## src/xmsw_cfg.svh

```systemverilog
`ifndef XMSW_CFG_SVH
`define XMSW_CFG_SVH
// ************************************************************
// register byte addresses
// ************************************************************
`define XMSW_OFS_SECTOR_WAIT 8'h00
`define XMSW_OFS_KEEPER_MASK 8'h04
`define XMSW_OFS_CORE_CTRL 8'h08
`define XMSW_OFS_PORT_HIGH 8'h0c
`define XMSW_OFS_STATUS 8'h10
// ************************************************************
// field positions
// ************************************************************
`define XMSW_SRL_LSB 4
`define XMSW_LWAIT_LSB 2
`define XMSW_UWAIT_HI_BIT 1
`define XMSW_UWAIT_LO_BIT 6
`define XMSW_ENABLE_BIT 7
`define XMSW_KEEPER_BIT 7
`define XMSW_COMPAT_BIT 0
// ************************************************************
// writable masks and reset values
// ************************************************************
`define XMSW_SECTOR_WAIT_WMASK 8'h7e
`define XMSW_KEEPER_MASK_WMASK 8'h87
`define XMSW_CORE_CTRL_WMASK 8'hc1
`define XMSW_RESET_BYTE 8'h00
// ************************************************************
// address map
// ************************************************************
`define XMSW_EXT_BASE 16'h1100
`define XMSW_EXT_BASE_COMPAT 16'h1000
`define XMSW_SECTOR_STEP 16'h2000
// ************************************************************
// timing counts in cycles
// ************************************************************
`define XMSW_ALE_CYCLES 4'h1
`define XMSW_BASE_STROBE_CYCLES 4'h1
`endif

```

## src/xmsw_pkg.sv

```systemverilog
package xmsw_pkg;
  typedef enum logic [2:0] {
    XMSW_IDLE,
    XMSW_ADDR,
    XMSW_STROBE,
    XMSW_HOLD,
    XMSW_GAP
  } xmsw_phase_t;
  typedef struct packed {
    logic [7:0] sector_wait;
    logic [7:0] keeper_mask;
    logic [7:0] core_ctrl;
    logic [7:0] port_high;
  } xmsw_regs_t;
endpackage

```

## src/xmsw_decode.sv

```systemverilog
`timescale 1ns/1ps
`include "xmsw_cfg.svh"
// ************************************************************
// sector and wait decode
// ************************************************************
module xmsw_decode (
  input wire logic [15:0] addr,
  input wire logic [2:0] sector_limit,
  input wire logic [1:0] upper_code,
  input wire logic [1:0] lower_code,
  input wire logic compat_mode,
  output logic is_external,
  output logic [1:0] strobe_extra,
  output logic idle_extra
);
  logic [15:0] upper_start;
  logic [1:0] code;
  always_comb begin
    upper_start = {sector_limit, 13'h0000};
    if (compat_mode) begin
      is_external = addr >= `XMSW_EXT_BASE_COMPAT;
    end else begin
      is_external = addr >= `XMSW_EXT_BASE;
    end
    if (sector_limit == 3'h0 || addr >= upper_start) begin
      code = upper_code;
    end else begin
      code = lower_code;
    end
    unique case (code)
      2'b00: begin
        strobe_extra = 2'h0;
        idle_extra = 1'b0;
      end
      2'b01: begin
        strobe_extra = 2'h1;
        idle_extra = 1'b0;
      end
      2'b10: begin
        strobe_extra = 2'h2;
        idle_extra = 1'b0;
      end
      2'b11: begin
        strobe_extra = 2'h2;
        idle_extra = 1'b1;
      end
    endcase
  end
endmodule // xmsw_decode

```

## src/xmsw_top.sv

```systemverilog
`timescale 1ns/1ps
`include "xmsw_cfg.svh"
// Notes on behaviour
// - sector wait register bits 7 and 0 read zero.
// - limit zero makes whole external range one upper sector.
// - limit codes 1..7 put upper start at 0x2000 times code.
// - upper wait code high bit in sector register, low in core register.
// - lower wait code sits in sector register bits 3..2.
// - codes give 0, 1, 2 strobe waits, or 2 plus idle cycle.
// - keeper holds last driven bus value when not driving.
// - keeper works regardless of interface enable.
// - keeper/mask register bits 6..3 read zero.
// - mask zero drives all eight high address bits.
// - mask code k (1..6) releases top k high address pins; code 7 releases all eight.
// - released pins carry port register values.
// - no external access below 0x1100 outside compatibility mode.
// - compatibility mode starts external space at 0x1000.
// - enable bit gives pins their memory functions.
// - internal accesses never pulse read or write strobes.
// - low address valid on bus when latch strobe falls.
module xmsw_top (
  input wire logic aclk,
  input wire logic aresetn,
  input wire logic [7:0] s_axi_awaddr,
  input wire logic s_axi_awvalid,
  output logic s_axi_awready,
  input wire logic [31:0] s_axi_wdata,
  input wire logic [3:0] s_axi_wstrb,
  input wire logic s_axi_wvalid,
  output logic s_axi_wready,
  output logic [1:0] s_axi_bresp,
  output logic s_axi_bvalid,
  input wire logic s_axi_bready,
  input wire logic [7:0] s_axi_araddr,
  input wire logic s_axi_arvalid,
  output logic s_axi_arready,
  output logic [31:0] s_axi_rdata,
  output logic [1:0] s_axi_rresp,
  output logic s_axi_rvalid,
  input wire logic s_axi_rready,
  input wire logic cpu_req,
  input wire logic cpu_write,
  input wire logic [15:0] cpu_addr,
  input wire logic [7:0] cpu_wdata,
  output logic cpu_done,
  output logic cpu_external,
  output logic [7:0] cpu_rdata,
  input wire logic [7:0] muxed_addr_data_bus_in,
  output logic [7:0] muxed_addr_data_bus_out,
  output logic muxed_addr_data_bus_oe,
  output logic muxed_addr_data_bus_keep,
  output logic [7:0] high_address_bus,
  output logic [7:0] high_address_bus_oe,
  output logic addr_latch_strobe,
  output logic read_strobe_n,
  output logic write_strobe_n,
  output logic pins_alternate
);
  typedef struct packed {
    xmsw_pkg::xmsw_regs_t regs;
    logic aw_got;
    logic w_got;
    logic [7:0] aw_addr;
    logic [31:0] w_data;
    logic [3:0] w_strb;
    logic awready;
    logic wready;
    logic bvalid;
    logic [1:0] bresp;
    logic arready;
    logic rvalid;
    logic [31:0] rdata;
    logic [1:0] rresp;
    xmsw_pkg::xmsw_phase_t phase;
    logic [1:0] count;
    logic is_ext;
    logic wr;
    logic [1:0] extra;
    logic idle;
    logic [15:0] addr;
    logic [7:0] wbyte;
    logic done;
    logic [7:0] rbyte;
    logic [7:0] ad_out;
    logic ad_oe;
    logic ad_keep;
    logic [7:0] ha;
    logic [7:0] ha_oe;
    logic ale;
    logic rd_n;
    logic wr_n;
    logic alt;
  } xmsw_state_t;

  xmsw_state_t state_reg;
  xmsw_state_t state_next;
  logic dec_ext;
  logic [1:0] dec_extra;
  logic dec_idle;

  xmsw_decode u_decode (
    .addr(cpu_addr),
    .sector_limit(state_reg.regs.sector_wait[`XMSW_SRL_LSB +: 3]),
    .upper_code({state_reg.regs.sector_wait[`XMSW_UWAIT_HI_BIT],
                 state_reg.regs.core_ctrl[`XMSW_UWAIT_LO_BIT]}),
    .lower_code(state_reg.regs.sector_wait[`XMSW_LWAIT_LSB +: 2]),
    .compat_mode(state_reg.regs.core_ctrl[`XMSW_COMPAT_BIT]),
    .is_external(dec_ext),
    .strobe_extra(dec_extra),
    .idle_extra(dec_idle)
  );

  function automatic logic [7:0] byte_merge(input logic [7:0] old, input logic [7:0] nw,
                                            input logic [7:0] wmask, input logic en);
    byte_merge = en ? ((old & ~wmask) | (nw & wmask)) : old;
  endfunction

  function automatic logic addr_hit(input logic [7:0] a);
    addr_hit = a == `XMSW_OFS_SECTOR_WAIT || a == `XMSW_OFS_KEEPER_MASK ||
               a == `XMSW_OFS_CORE_CTRL || a == `XMSW_OFS_PORT_HIGH ||
               a == `XMSW_OFS_STATUS;
  endfunction

  // ************************************************************
  // next state
  // ************************************************************
  always_comb begin
    logic ext_en;
    logic [2:0] mask;
    logic [7:0] keep_pins;
    ext_en = 1'b0;
    mask = 3'h0;
    keep_pins = 8'h00;
    state_next = state_reg;
    // axi write
    if (s_axi_awvalid && state_reg.awready) begin
      state_next.aw_got = 1'b1;
      state_next.aw_addr = s_axi_awaddr;
      state_next.awready = 1'b0;
    end
    if (s_axi_wvalid && state_reg.wready) begin
      state_next.w_got = 1'b1;
      state_next.w_data = s_axi_wdata;
      state_next.w_strb = s_axi_wstrb;
      state_next.wready = 1'b0;
    end
    if (state_reg.aw_got && state_reg.w_got && !state_reg.bvalid) begin
      state_next.bvalid = 1'b1;
      state_next.bresp = addr_hit(state_reg.aw_addr) ? 2'b00 : 2'b10;
      unique case (state_reg.aw_addr)
        `XMSW_OFS_SECTOR_WAIT: state_next.regs.sector_wait = byte_merge(
          state_reg.regs.sector_wait, state_reg.w_data[7:0],
          `XMSW_SECTOR_WAIT_WMASK, state_reg.w_strb[0]);
        `XMSW_OFS_KEEPER_MASK: state_next.regs.keeper_mask = byte_merge(
          state_reg.regs.keeper_mask, state_reg.w_data[7:0],
          `XMSW_KEEPER_MASK_WMASK, state_reg.w_strb[0]);
        `XMSW_OFS_CORE_CTRL: state_next.regs.core_ctrl = byte_merge(
          state_reg.regs.core_ctrl, state_reg.w_data[7:0],
          `XMSW_CORE_CTRL_WMASK, state_reg.w_strb[0]);
        `XMSW_OFS_PORT_HIGH: state_next.regs.port_high = byte_merge(
          state_reg.regs.port_high, state_reg.w_data[7:0], 8'hff, state_reg.w_strb[0]);
        default: begin
        end
      endcase
    end
    if (state_reg.bvalid && s_axi_bready) begin
      state_next.bvalid = 1'b0;
      state_next.aw_got = 1'b0;
      state_next.w_got = 1'b0;
      state_next.awready = 1'b1;
      state_next.wready = 1'b1;
    end
    // axi read
    if (s_axi_arvalid && state_reg.arready) begin
      state_next.arready = 1'b0;
      state_next.rvalid = 1'b1;
      state_next.rresp = addr_hit(s_axi_araddr) ? 2'b00 : 2'b10;
      unique case (s_axi_araddr)
        `XMSW_OFS_SECTOR_WAIT: state_next.rdata = {24'h000000, state_reg.regs.sector_wait};
        `XMSW_OFS_KEEPER_MASK: state_next.rdata = {24'h000000, state_reg.regs.keeper_mask};
        `XMSW_OFS_CORE_CTRL: state_next.rdata = {24'h000000, state_reg.regs.core_ctrl};
        `XMSW_OFS_PORT_HIGH: state_next.rdata = {24'h000000, state_reg.regs.port_high};
        `XMSW_OFS_STATUS: state_next.rdata = {28'h0000000, state_reg.is_ext,
                                              state_reg.phase};
        default: state_next.rdata = 32'h00000000;
      endcase
    end
    if (state_reg.rvalid && s_axi_rready) begin
      state_next.rvalid = 1'b0;
      state_next.arready = 1'b1;
    end
    // ************************************************************
    // memory access sequencer
    // ************************************************************
    ext_en = state_reg.regs.core_ctrl[`XMSW_ENABLE_BIT];
    state_next.done = 1'b0;
    state_next.ale = 1'b0;
    unique case (state_reg.phase)
      xmsw_pkg::XMSW_IDLE: begin
        if (cpu_req) begin
          state_next.addr = cpu_addr;
          state_next.wbyte = cpu_wdata;
          state_next.wr = cpu_write;
          state_next.is_ext = ext_en && dec_ext;
          state_next.extra = dec_extra;
          state_next.idle = dec_idle;
          state_next.phase = xmsw_pkg::XMSW_ADDR;
          state_next.ale = ext_en;
          state_next.ad_out = cpu_addr[7:0];
          state_next.ad_oe = ext_en;
          state_next.count = 2'h0;
        end
      end
      xmsw_pkg::XMSW_ADDR: begin
        // latch strobe falls while address still driven
        state_next.phase = xmsw_pkg::XMSW_STROBE;
        if (state_reg.is_ext) begin
          state_next.rd_n = state_reg.wr;
          state_next.wr_n = !state_reg.wr;
          state_next.ad_out = state_reg.wbyte;
          state_next.ad_oe = state_reg.wr;
        end else begin
          state_next.ad_oe = 1'b0;
        end
      end
      xmsw_pkg::XMSW_STROBE: begin
        if (state_reg.is_ext && state_reg.count != state_reg.extra) begin
          state_next.count = state_reg.count + 2'h1;
        end else begin
          if (!state_reg.wr) begin
            state_next.rbyte = muxed_addr_data_bus_in;
          end
          state_next.rd_n = 1'b1;
          state_next.wr_n = 1'b1;
          state_next.phase = xmsw_pkg::XMSW_HOLD;
        end
      end
      xmsw_pkg::XMSW_HOLD: begin
        state_next.ad_oe = 1'b0;
        state_next.done = !(state_reg.is_ext && state_reg.idle);
        state_next.phase = (state_reg.is_ext && state_reg.idle) ?
                           xmsw_pkg::XMSW_GAP : xmsw_pkg::XMSW_IDLE;
      end
      xmsw_pkg::XMSW_GAP: begin
        state_next.done = 1'b1;
        state_next.phase = xmsw_pkg::XMSW_IDLE;
      end
      default: state_next.phase = xmsw_pkg::XMSW_IDLE;
    endcase
    // ************************************************************
    // pin control
    // ************************************************************
    state_next.alt = ext_en;
    state_next.ad_keep = state_reg.regs.keeper_mask[`XMSW_KEEPER_BIT];
    mask = state_reg.regs.keeper_mask[2:0];
    for (int i = 0; i < 8; i++) begin
      keep_pins[i] = ext_en && (i < 8 - int'(mask)) && !(mask == 3'h7);
    end
    for (int i = 0; i < 8; i++) begin
      // released pins show port register values
      state_next.ha[i] = keep_pins[i] ? state_next.addr[8 + i] :
                         state_reg.regs.port_high[i];
    end
    state_next.ha_oe = keep_pins;
    if (!ext_en) begin
      state_next.ad_oe = 1'b0;
      state_next.rd_n = 1'b1;
      state_next.wr_n = 1'b1;
    end
  end

  // ************************************************************
  // state register
  // ************************************************************
  always_ff @(posedge aclk) begin
    if (!aresetn) begin
      state_reg <= '0;
      state_reg.awready <= 1'b1;
      state_reg.wready <= 1'b1;
      state_reg.arready <= 1'b1;
      state_reg.rd_n <= 1'b1;
      state_reg.wr_n <= 1'b1;
      state_reg.phase <= xmsw_pkg::XMSW_IDLE;
    end else begin
      state_reg <= state_next;
    end
  end

  assign s_axi_awready = state_reg.awready;
  assign s_axi_wready = state_reg.wready;
  assign s_axi_bresp = state_reg.bresp;
  assign s_axi_bvalid = state_reg.bvalid;
  assign s_axi_arready = state_reg.arready;
  assign s_axi_rdata = state_reg.rdata;
  assign s_axi_rresp = state_reg.rresp;
  assign s_axi_rvalid = state_reg.rvalid;
  assign cpu_done = state_reg.done;
  assign cpu_external = state_reg.is_ext;
  assign cpu_rdata = state_reg.rbyte;
  assign muxed_addr_data_bus_out = state_reg.ad_out;
  assign muxed_addr_data_bus_oe = state_reg.ad_oe;
  assign muxed_addr_data_bus_keep = state_reg.ad_keep;
  assign high_address_bus = state_reg.ha;
  assign high_address_bus_oe = state_reg.ha_oe;
  assign addr_latch_strobe = state_reg.ale;
  assign read_strobe_n = state_reg.rd_n;
  assign write_strobe_n = state_reg.wr_n;
  assign pins_alternate = state_reg.alt;
endmodule // xmsw_top

```

## config.mk

```make
export PLATFORM = sky130hd
export DESIGN_NAME = xmsw_top
export DESIGN_NICKNAME = d
export VERILOG_FILES = /design/src/xmsw_pkg.sv /design/src/xmsw_decode.sv /design/src/xmsw_top.sv
export VERILOG_INCLUDE_DIRS = /design/src
export SDC_FILE = /design/constraint.sdc
export NUM_CORES = 1
export LEC_CHECK = 0
export BUFFER_PORTS_ARGS = -buffer_cell sky130_fd_sc_hd__buf_4
export CAP_MARGIN = 25
export CORE_ASPECT_RATIO = 1.1
export CORE_MARGIN = 2
export CORE_UTILIZATION = 50
export DETAILED_ROUTE_END_ITERATION = 7
export GPL_ROUTABILITY_DRIVEN = 0
export MAX_ROUTING_LAYER = met4
export PLACE_DENSITY = 0.85
export SYNTH_ARGS = -nofsm -noshare
export SYNTH_HDL_FRONTEND = slang
export SYNTH_SLANG_ARGS = --single-unit
```

## constraint.sdc

```tcl
create_clock -name aclk -period 3.2 [get_ports aclk]
set_clock_uncertainty 0.2 [all_clocks]
set_input_delay 0.96 -clock aclk [delete_from_list [all_inputs] [get_ports aclk]]
set_output_delay 0.96 -clock aclk [all_outputs]
set_load 0.01 [all_outputs]
```

==> results_dict.tcl, run 1 <==
set metrics [dict create \
    status "completed" \
    synth_cell_types 54 \
    syn_avg_cell_area_um2 8.744 \
    max_freq_ghz 0.3765 \
    worst_slack_ns 0.5440 \
    io_pins 174 \
    cts_tree "done" \
    overflow 0 \
    seq_area_um2 2402 \
    grt_pass1_vias 4330 \
    start_util_pct 51.59 \
    dp_hpwl_um 9086 \
    instances_no_fill 850 \
    antenna_found_initial 0 \
    crit_path_start_kind "input pin" \
    synth_edf_count 0 \
    cap_violations 0 \
    reg2reg_to "state_reg[63]$_SDFFE_PN0P_" \
    ys_seq_area_share_pct 44.38 \
    cp.arrival_ns 2.78 \
    cp_max_fo 4 \
    irDropWorstVdd_mv 0.3373 \
    reg2reg_from "state_reg[189]$_SDFFE_PN0P_" \
    hold_violations 0 \
    grt_pass1_wl_um 20180 \
    p_leak_nw 3.019 \
    finalSetupViolations 0 \
    cts.path.max_buffers 2 \
    synthesis.area_um2 5413 \
    reg2reg_depth 7 \
    die_area_um2 11680 \
    finish.utilization_pct 63.53 \
    ys_dominant_reg_cell "dfxtp_1" \
    dr.pass1.iters 4 \
    io_buffer_count 120 \
    min_to "state_reg[40]$_SDFFE_PN0P_" \
    root_buffer "clkbuf_16" \
    hp-class "register to register" \
    period_minus_slack_ns 2.656 \
    cts_buffers 17 \
    maxSlewHeadroom_pct 61.00 \
    hold_buffers 0 \
    route.antenna.remaining_nets 0 \
    p_per_area_nw_per_um2 593.0 \
    rsz0062_at_grt "no" \
    dp.cells 818 \
    routed_wl_um 12630 \
    h-tree-depth 4 \
    layout-drive-gt1-share_pct 25.04 \
    drc 0 \
    whs_ns 0.2561 \
    place_ws_ns 0.1321 \
    die_y_um 113.1 \
    tns_ns 0 \
    worstMarginPinSlew_ns 0.5837 \
    r2r_setup_slack_ns 0.81 \
    vias 4471 \
    nFillCells 835 \
    fp-row-count 39 \
    nets 793 \
    largest_reg_flops 63 \
    multiInputGateArea_um2 2441 \
    clk_latency_ns 0.41 \
    placeableCoreArea_um2 10490 \
    wl_per_cell_um 14.86 \
    fin_crit_sh_pct 83.00 \
    vias_per_cell 5.260 \
    gr-usage-all-layers_pct 22.66 \
    postCtsResizedCells 0 \
    syn_inst 619 \
    numClockSinks 120 \
    drt_iter0_drc 257 \
    ys_seq_elements 120 \
    grt_max_degree 56 \
    clk_pin_slew_ns 0.06 \
    antenna_cells 0 \
    min_path_cells 2 \
    final_max_slew_viol_count 0 \
    end_kind "register" \
    async_reset_ff_share_pct 0 \
    worstHoldStart "state_reg[40]$_SDFFE_PN0P_" \
    die_width_um 103.2 \
    worstSetupPathType "input pin to register" \
    yosysWarnings 0 \
    synthToLayoutAreaGrowth_pct 23.14 \
    cp_data_required_time_ns 3.32 \
    post_cts_buffers 0 \
]
==> worst max-delay path: stages <==
cell and delay [ns]:
buf_4 0.09, inv_1 0.04, ha_1 0.26, or4b_1 0.49
o311ai_4 0.37, mux2_2 0.39, a211oi_1 0.17
==> metrics by stage <==
stage,instance area [um2],power [mW]
floorplan,5507,1.863
global placement,6030,1.952
detailed placement,6030,1.968
CTS,6665,3.978
global route,6665,4.092
finish,6665,3.952
==> report_power, final <==
| part | total, mW | switching (mW) | leakage, nW | internal [mW] |
|---|---|---|---|---|
| sequential | 1.60 | 0.0450 | 0.977 | 1.55 |
| combinational | 0.344 | 0.183 | 1.74 | 0.161 |
| clock | 2.01 | 0.686 | 0.303 | 1.33 |
==> synth_stat cells, drive strengths merged, types with 2 or more instances <==
library cell	n	area (um2)
xnor2	2	17.52
or3	5	31.28
nand2	76	287.8
buf	79	559.3
mux2	7	78.83
nand3b	4	33.78
clkbuf	16	60.06
a31oi	2	12.51
o21ai	15	75.07
o21a	4	30.03
a21oi	53	265.3
or4	2	18.77
and2	8	50.05
nor3	11	55.05
ha	6	75.07
a22oi	2	15.01
a211oi	5	37.54
nor4b	4	50.05
nor2	84	315.3
and3	2	12.51
nor3b	2	15.01
nand3	16	92.59
a221oi	4	41.29
nor2b	7	43.79
a22o	3	26.28
mux2i	46	460.4
a311oi	3	26.28
dfxtp	120	2402
nand2b	2	12.51
inv	13	48.80
==> placed cells by master, fill, tap and decap left out, types with 11 or more instances in the layout <==
cell,instances
a21oi_1,53
inv_1,12
nor2_1,84
dfxtp_1,120
clkbuf_16,17
buf_4,125
mux2i_1,46
nand2_1,75
o21ai_0,15
conb_1,26
nor3_1,11
nand3_1,15
==> cells by family after synthesis <==
group,synth area share (%)
buffers and inverters,12.34
xor gates and xnor gates,0.3237
other,0.06928
AOI/OAI and AO/OA,11.56
muxes,9.963
DFF,44.38
adders and majority gates,1.387
and+or+nand+nor,19.97
==> worst max path at each step <==
| stage | start | end | slack [ns] |
|---|---|---|---|
| after floorplan | cpu_addr[13] | state_reg[63]$_SDFFE_PN0P_ | 0.37 |
| after global placement | cpu_addr[13] | state_reg[63]$_SDFFE_PN0P_ | 0.15 |
| after detailed placement | cpu_addr[13] | state_reg[63]$_SDFFE_PN0P_ | 0.13 |
| after CTS | cpu_addr[13] | state_reg[63]$_SDFFE_PN0P_ | 0.56 |
| after global routing | cpu_addr[13] | state_reg[63]$_SDFFE_PN0P_ | 0.49 |
| final | cpu_addr[13] | state_reg[63]$_SDFFE_PN0P_ | 0.54 |
==> layout make-up <==
class / count / area share [%]
clock inverter: 14 / 2.947
tap: 143 / 2.684
multi-input combinational: 416 / 36.62
sequential: 120 / 36.04
timing repair buffer: 126 / 14.38
inverter: 13 / 0.7321
clock buffer: 18 / 6.589
==> routing by layer <==
metal / track usage, % / wire, um / up-vias
li1: - / - / 2163
met1: 25.56 / 4998 / 2077
met2: 37.19 / 6302 / 201
met3: 6.485 / 997 / 30
met4: 9.649 / 329 / 0
met5: - / 0 / -
Note: power is estimated with default switching activity, not from simulation.
==> inputs of run 2 (changes only) <==
- CORE_UTILIZATION: 50 -> 46
- PLACE_DENSITY: 0.85 -> 0.82
- clock period: 3.2 -> 2.35 ns (I/O delays scaled with it)
==> results_dict.tcl, run 2 (same netlist as run 1, synthesis figures left out) <==
set metrics [dict create \
    io_buffer_count 120 \
    p_leak_nw 3.078 \
    maxSlewHeadroom_pct 63.36 \
    grt_max_degree 30 \
    seq_area_um2 2404 \
    nets 810 \
    r2r_setup_slack_ns 0.08 \
    multiInputGateArea_um2 2466 \
    fp-row-count 41 \
    synthToLayoutAreaGrowth_pct 25.31 \
    layout-drive-gt1-share_pct 27.39 \
    drc 0 \
    placeableCoreArea_um2 11490 \
    clk_pin_slew_ns 0.05 \
    max_freq_ghz 0.4279 \
    die_area_um2 12650 \
    overflow 0 \
    numClockSinks 120 \
    p_int_mw 3.878 \
    dp_hpwl_um 9705 \
    cap_violations 0 \
    cp_max_fo 4 \
    cp.arrival_ns 2.46 \
    p_per_area_nw_per_um2 751.9 \
    route.antenna.remaining_nets 0 \
    reg2reg_to "state_reg[63]$_SDFFE_PN0P_" \
    switching_share_pct 23.96 \
    antenna_cells 0 \
    placedInstanceArea_um2 6203 \
    fin_area_um2 6783 \
    worstSetupPathType "input pin to register" \
    final_cell_mix "buf_4, dfxtp_1, nor2_1" \
    final_max_slew_viol_count 0 \
    clkPwrFrac_pct 47.5 \
    cts.path.max_buffers 2 \
    irDropWorstVdd_mv 0.3987 \
    crit_chain "buf_12 -> inv_12 -> ha_4 -> or4b_4 -> o311ai_4 -> mux2_4 -> a211oi_2" \
    drt_iter0_drc 246 \
    io_pins 174 \
    status "completed" \
    routed_wl_um 13100 \
    hp-class "register to register" \
    crit_start "cpu_addr[13]" \
    final_common_cell "buf_4" \
    gr-usage-all-layers_pct 21.07 \
    crit_path_start_kind "input pin" \
    grt_pass1_wl_um 20420 \
    reg2reg_depth 5 \
    rsz0062_at_grt "yes" \
    cts_buffers 17 \
    root_buffer "clkbuf_16" \
    pwr-share-comb_pct 10.0 \
    wl_per_cell_um 15.01 \
    post_cts_buffers 0 \
    period_minus_slack_ns 2.337 \
    path_depth 7 \
    hold_violations 0 \
    clk_latency_ns 0.41 \
    worstMarginPinSlew_ns 0.5487 \
    cp_top_family "compound AO/OA/AOI/OAI gates" \
    critPathSlowestCell "or4b_4" \
    dr.pass1.iters 5 \
    postCtsResizedCells 0 \
    finalSetupViolations 0 \
    cts_tree "done" \
    antenna_found_initial 0 \
    vias_per_cell 5.102 \
    die_width_um 107.4 \
    vias 4454 \
    nFillCells 984 \
    grt_pass1_vias 4321 \
    reg2reg_from "state_reg[188]$_SDFFE_PN0P_" \
    end_kind "register" \
    fin_crit_sh_pct 99.45 \
    p_seq_share_pct 42.6 \
    die_y_um 117.8 \
    cp-endpoint "state_reg[63]$_SDFFE_PN0P_" \
    cp_data_required_time_ns 2.47 \
    hold_buffers 0 \
    slowest_delay_ns 0.47 \
    start_util_pct 47.10 \
    crit_buf_inv 2 \
    h-tree-depth 4 \
    largest_reg_flops 63 \
    p_switching_mw 1.222 \
    tns_ns 0 \
]
## run 2: power by group through the flow
stage	logic, mW	clock network [mW]	registers [mW]
global placement	0.484	0	2.21
global route	0.556	2.53	2.18
floorplan	0.348	0	2.19
finish	0.508	2.42	2.17
detailed placement	0.500	0	2.21
CTS	0.504	2.46	2.17
## run 2: worst min path at each step
| stage | from | to | depth (start not counted) |
|---|---|---|---|
| 3_3_place_gp | state_reg[40]$_SDFFE_PN0P_ | state_reg[40]$_SDFFE_PN0P_ | 2 |
| 6_report | s_axi_rdata[7]$_SDFFE_PN0P_ | s_axi_rdata[7]$_SDFFE_PN0P_ | 2 |
| 4_1_cts | s_axi_rdata[7]$_SDFFE_PN0P_ | s_axi_rdata[7]$_SDFFE_PN0P_ | 2 |
| 3_5_place_dp | s_axi_rdata[7]$_SDFFE_PN0P_ | s_axi_rdata[7]$_SDFFE_PN0P_ | 2 |
| 5_1_grt | state_reg[41]$_SDFFE_PN0P_ | state_reg[41]$_SDFFE_PN0P_ | 2 |
| 2_1_floorplan | s_axi_rdata[3]$_SDFFE_PN0P_ | s_axi_rdata[3]$_SDFFE_PN0P_ | 2 |
## run 2: tightest hold or removal path, stage by stage (launching register included)
cell	delay, ns
dfxtp_1	0.31
nand2_1	0.05
a21oi_1	0.05
## run 2: metrics by stage
| stage | total power, mW | hold WS [ns] | instances | utilization, % | worst slack [ns] |
|---|---|---|---|---|---|
| finish | 5.100 | 0.2517 | 873 | 59.03 | 0.01302 |
| floorplan | 2.541 | 0.2322 | 644 | - | -0.07994 |
| detailed placement | 2.712 | 0.2467 | 842 | 53.99 | -0.3693 |
| global route | 5.263 | 0.2743 | 873 | 59.03 | -0.04220 |
| global placement | 2.690 | 0.2433 | 842 | 53.99 | -0.2946 |
| CTS | 5.131 | 0.2543 | 873 | 58.91 | 0.03050 |
## run 2: final cells by class
| type | instances | area share, % |
|---|---|---|
| multi-input cells | 416 | 36.36 |
| flip-flops and latches | 120 | 35.44 |
| repair buffers | 143 | 16.20 |
| clock buffers | 20 | 6.881 |
| well taps | 150 | 2.767 |
| clock inverters | 11 | 1.457 |
| inverters | 13 | 0.9039 |
## run 2: metal layers
layer  share of wire (%)  wire, um  track usage (%)
met4                 2.4       319            8.974
met1                  41      5435            23.08
met5                   0         0                -
met2                  50      6516            35.80
met3                 6.3       831            5.592
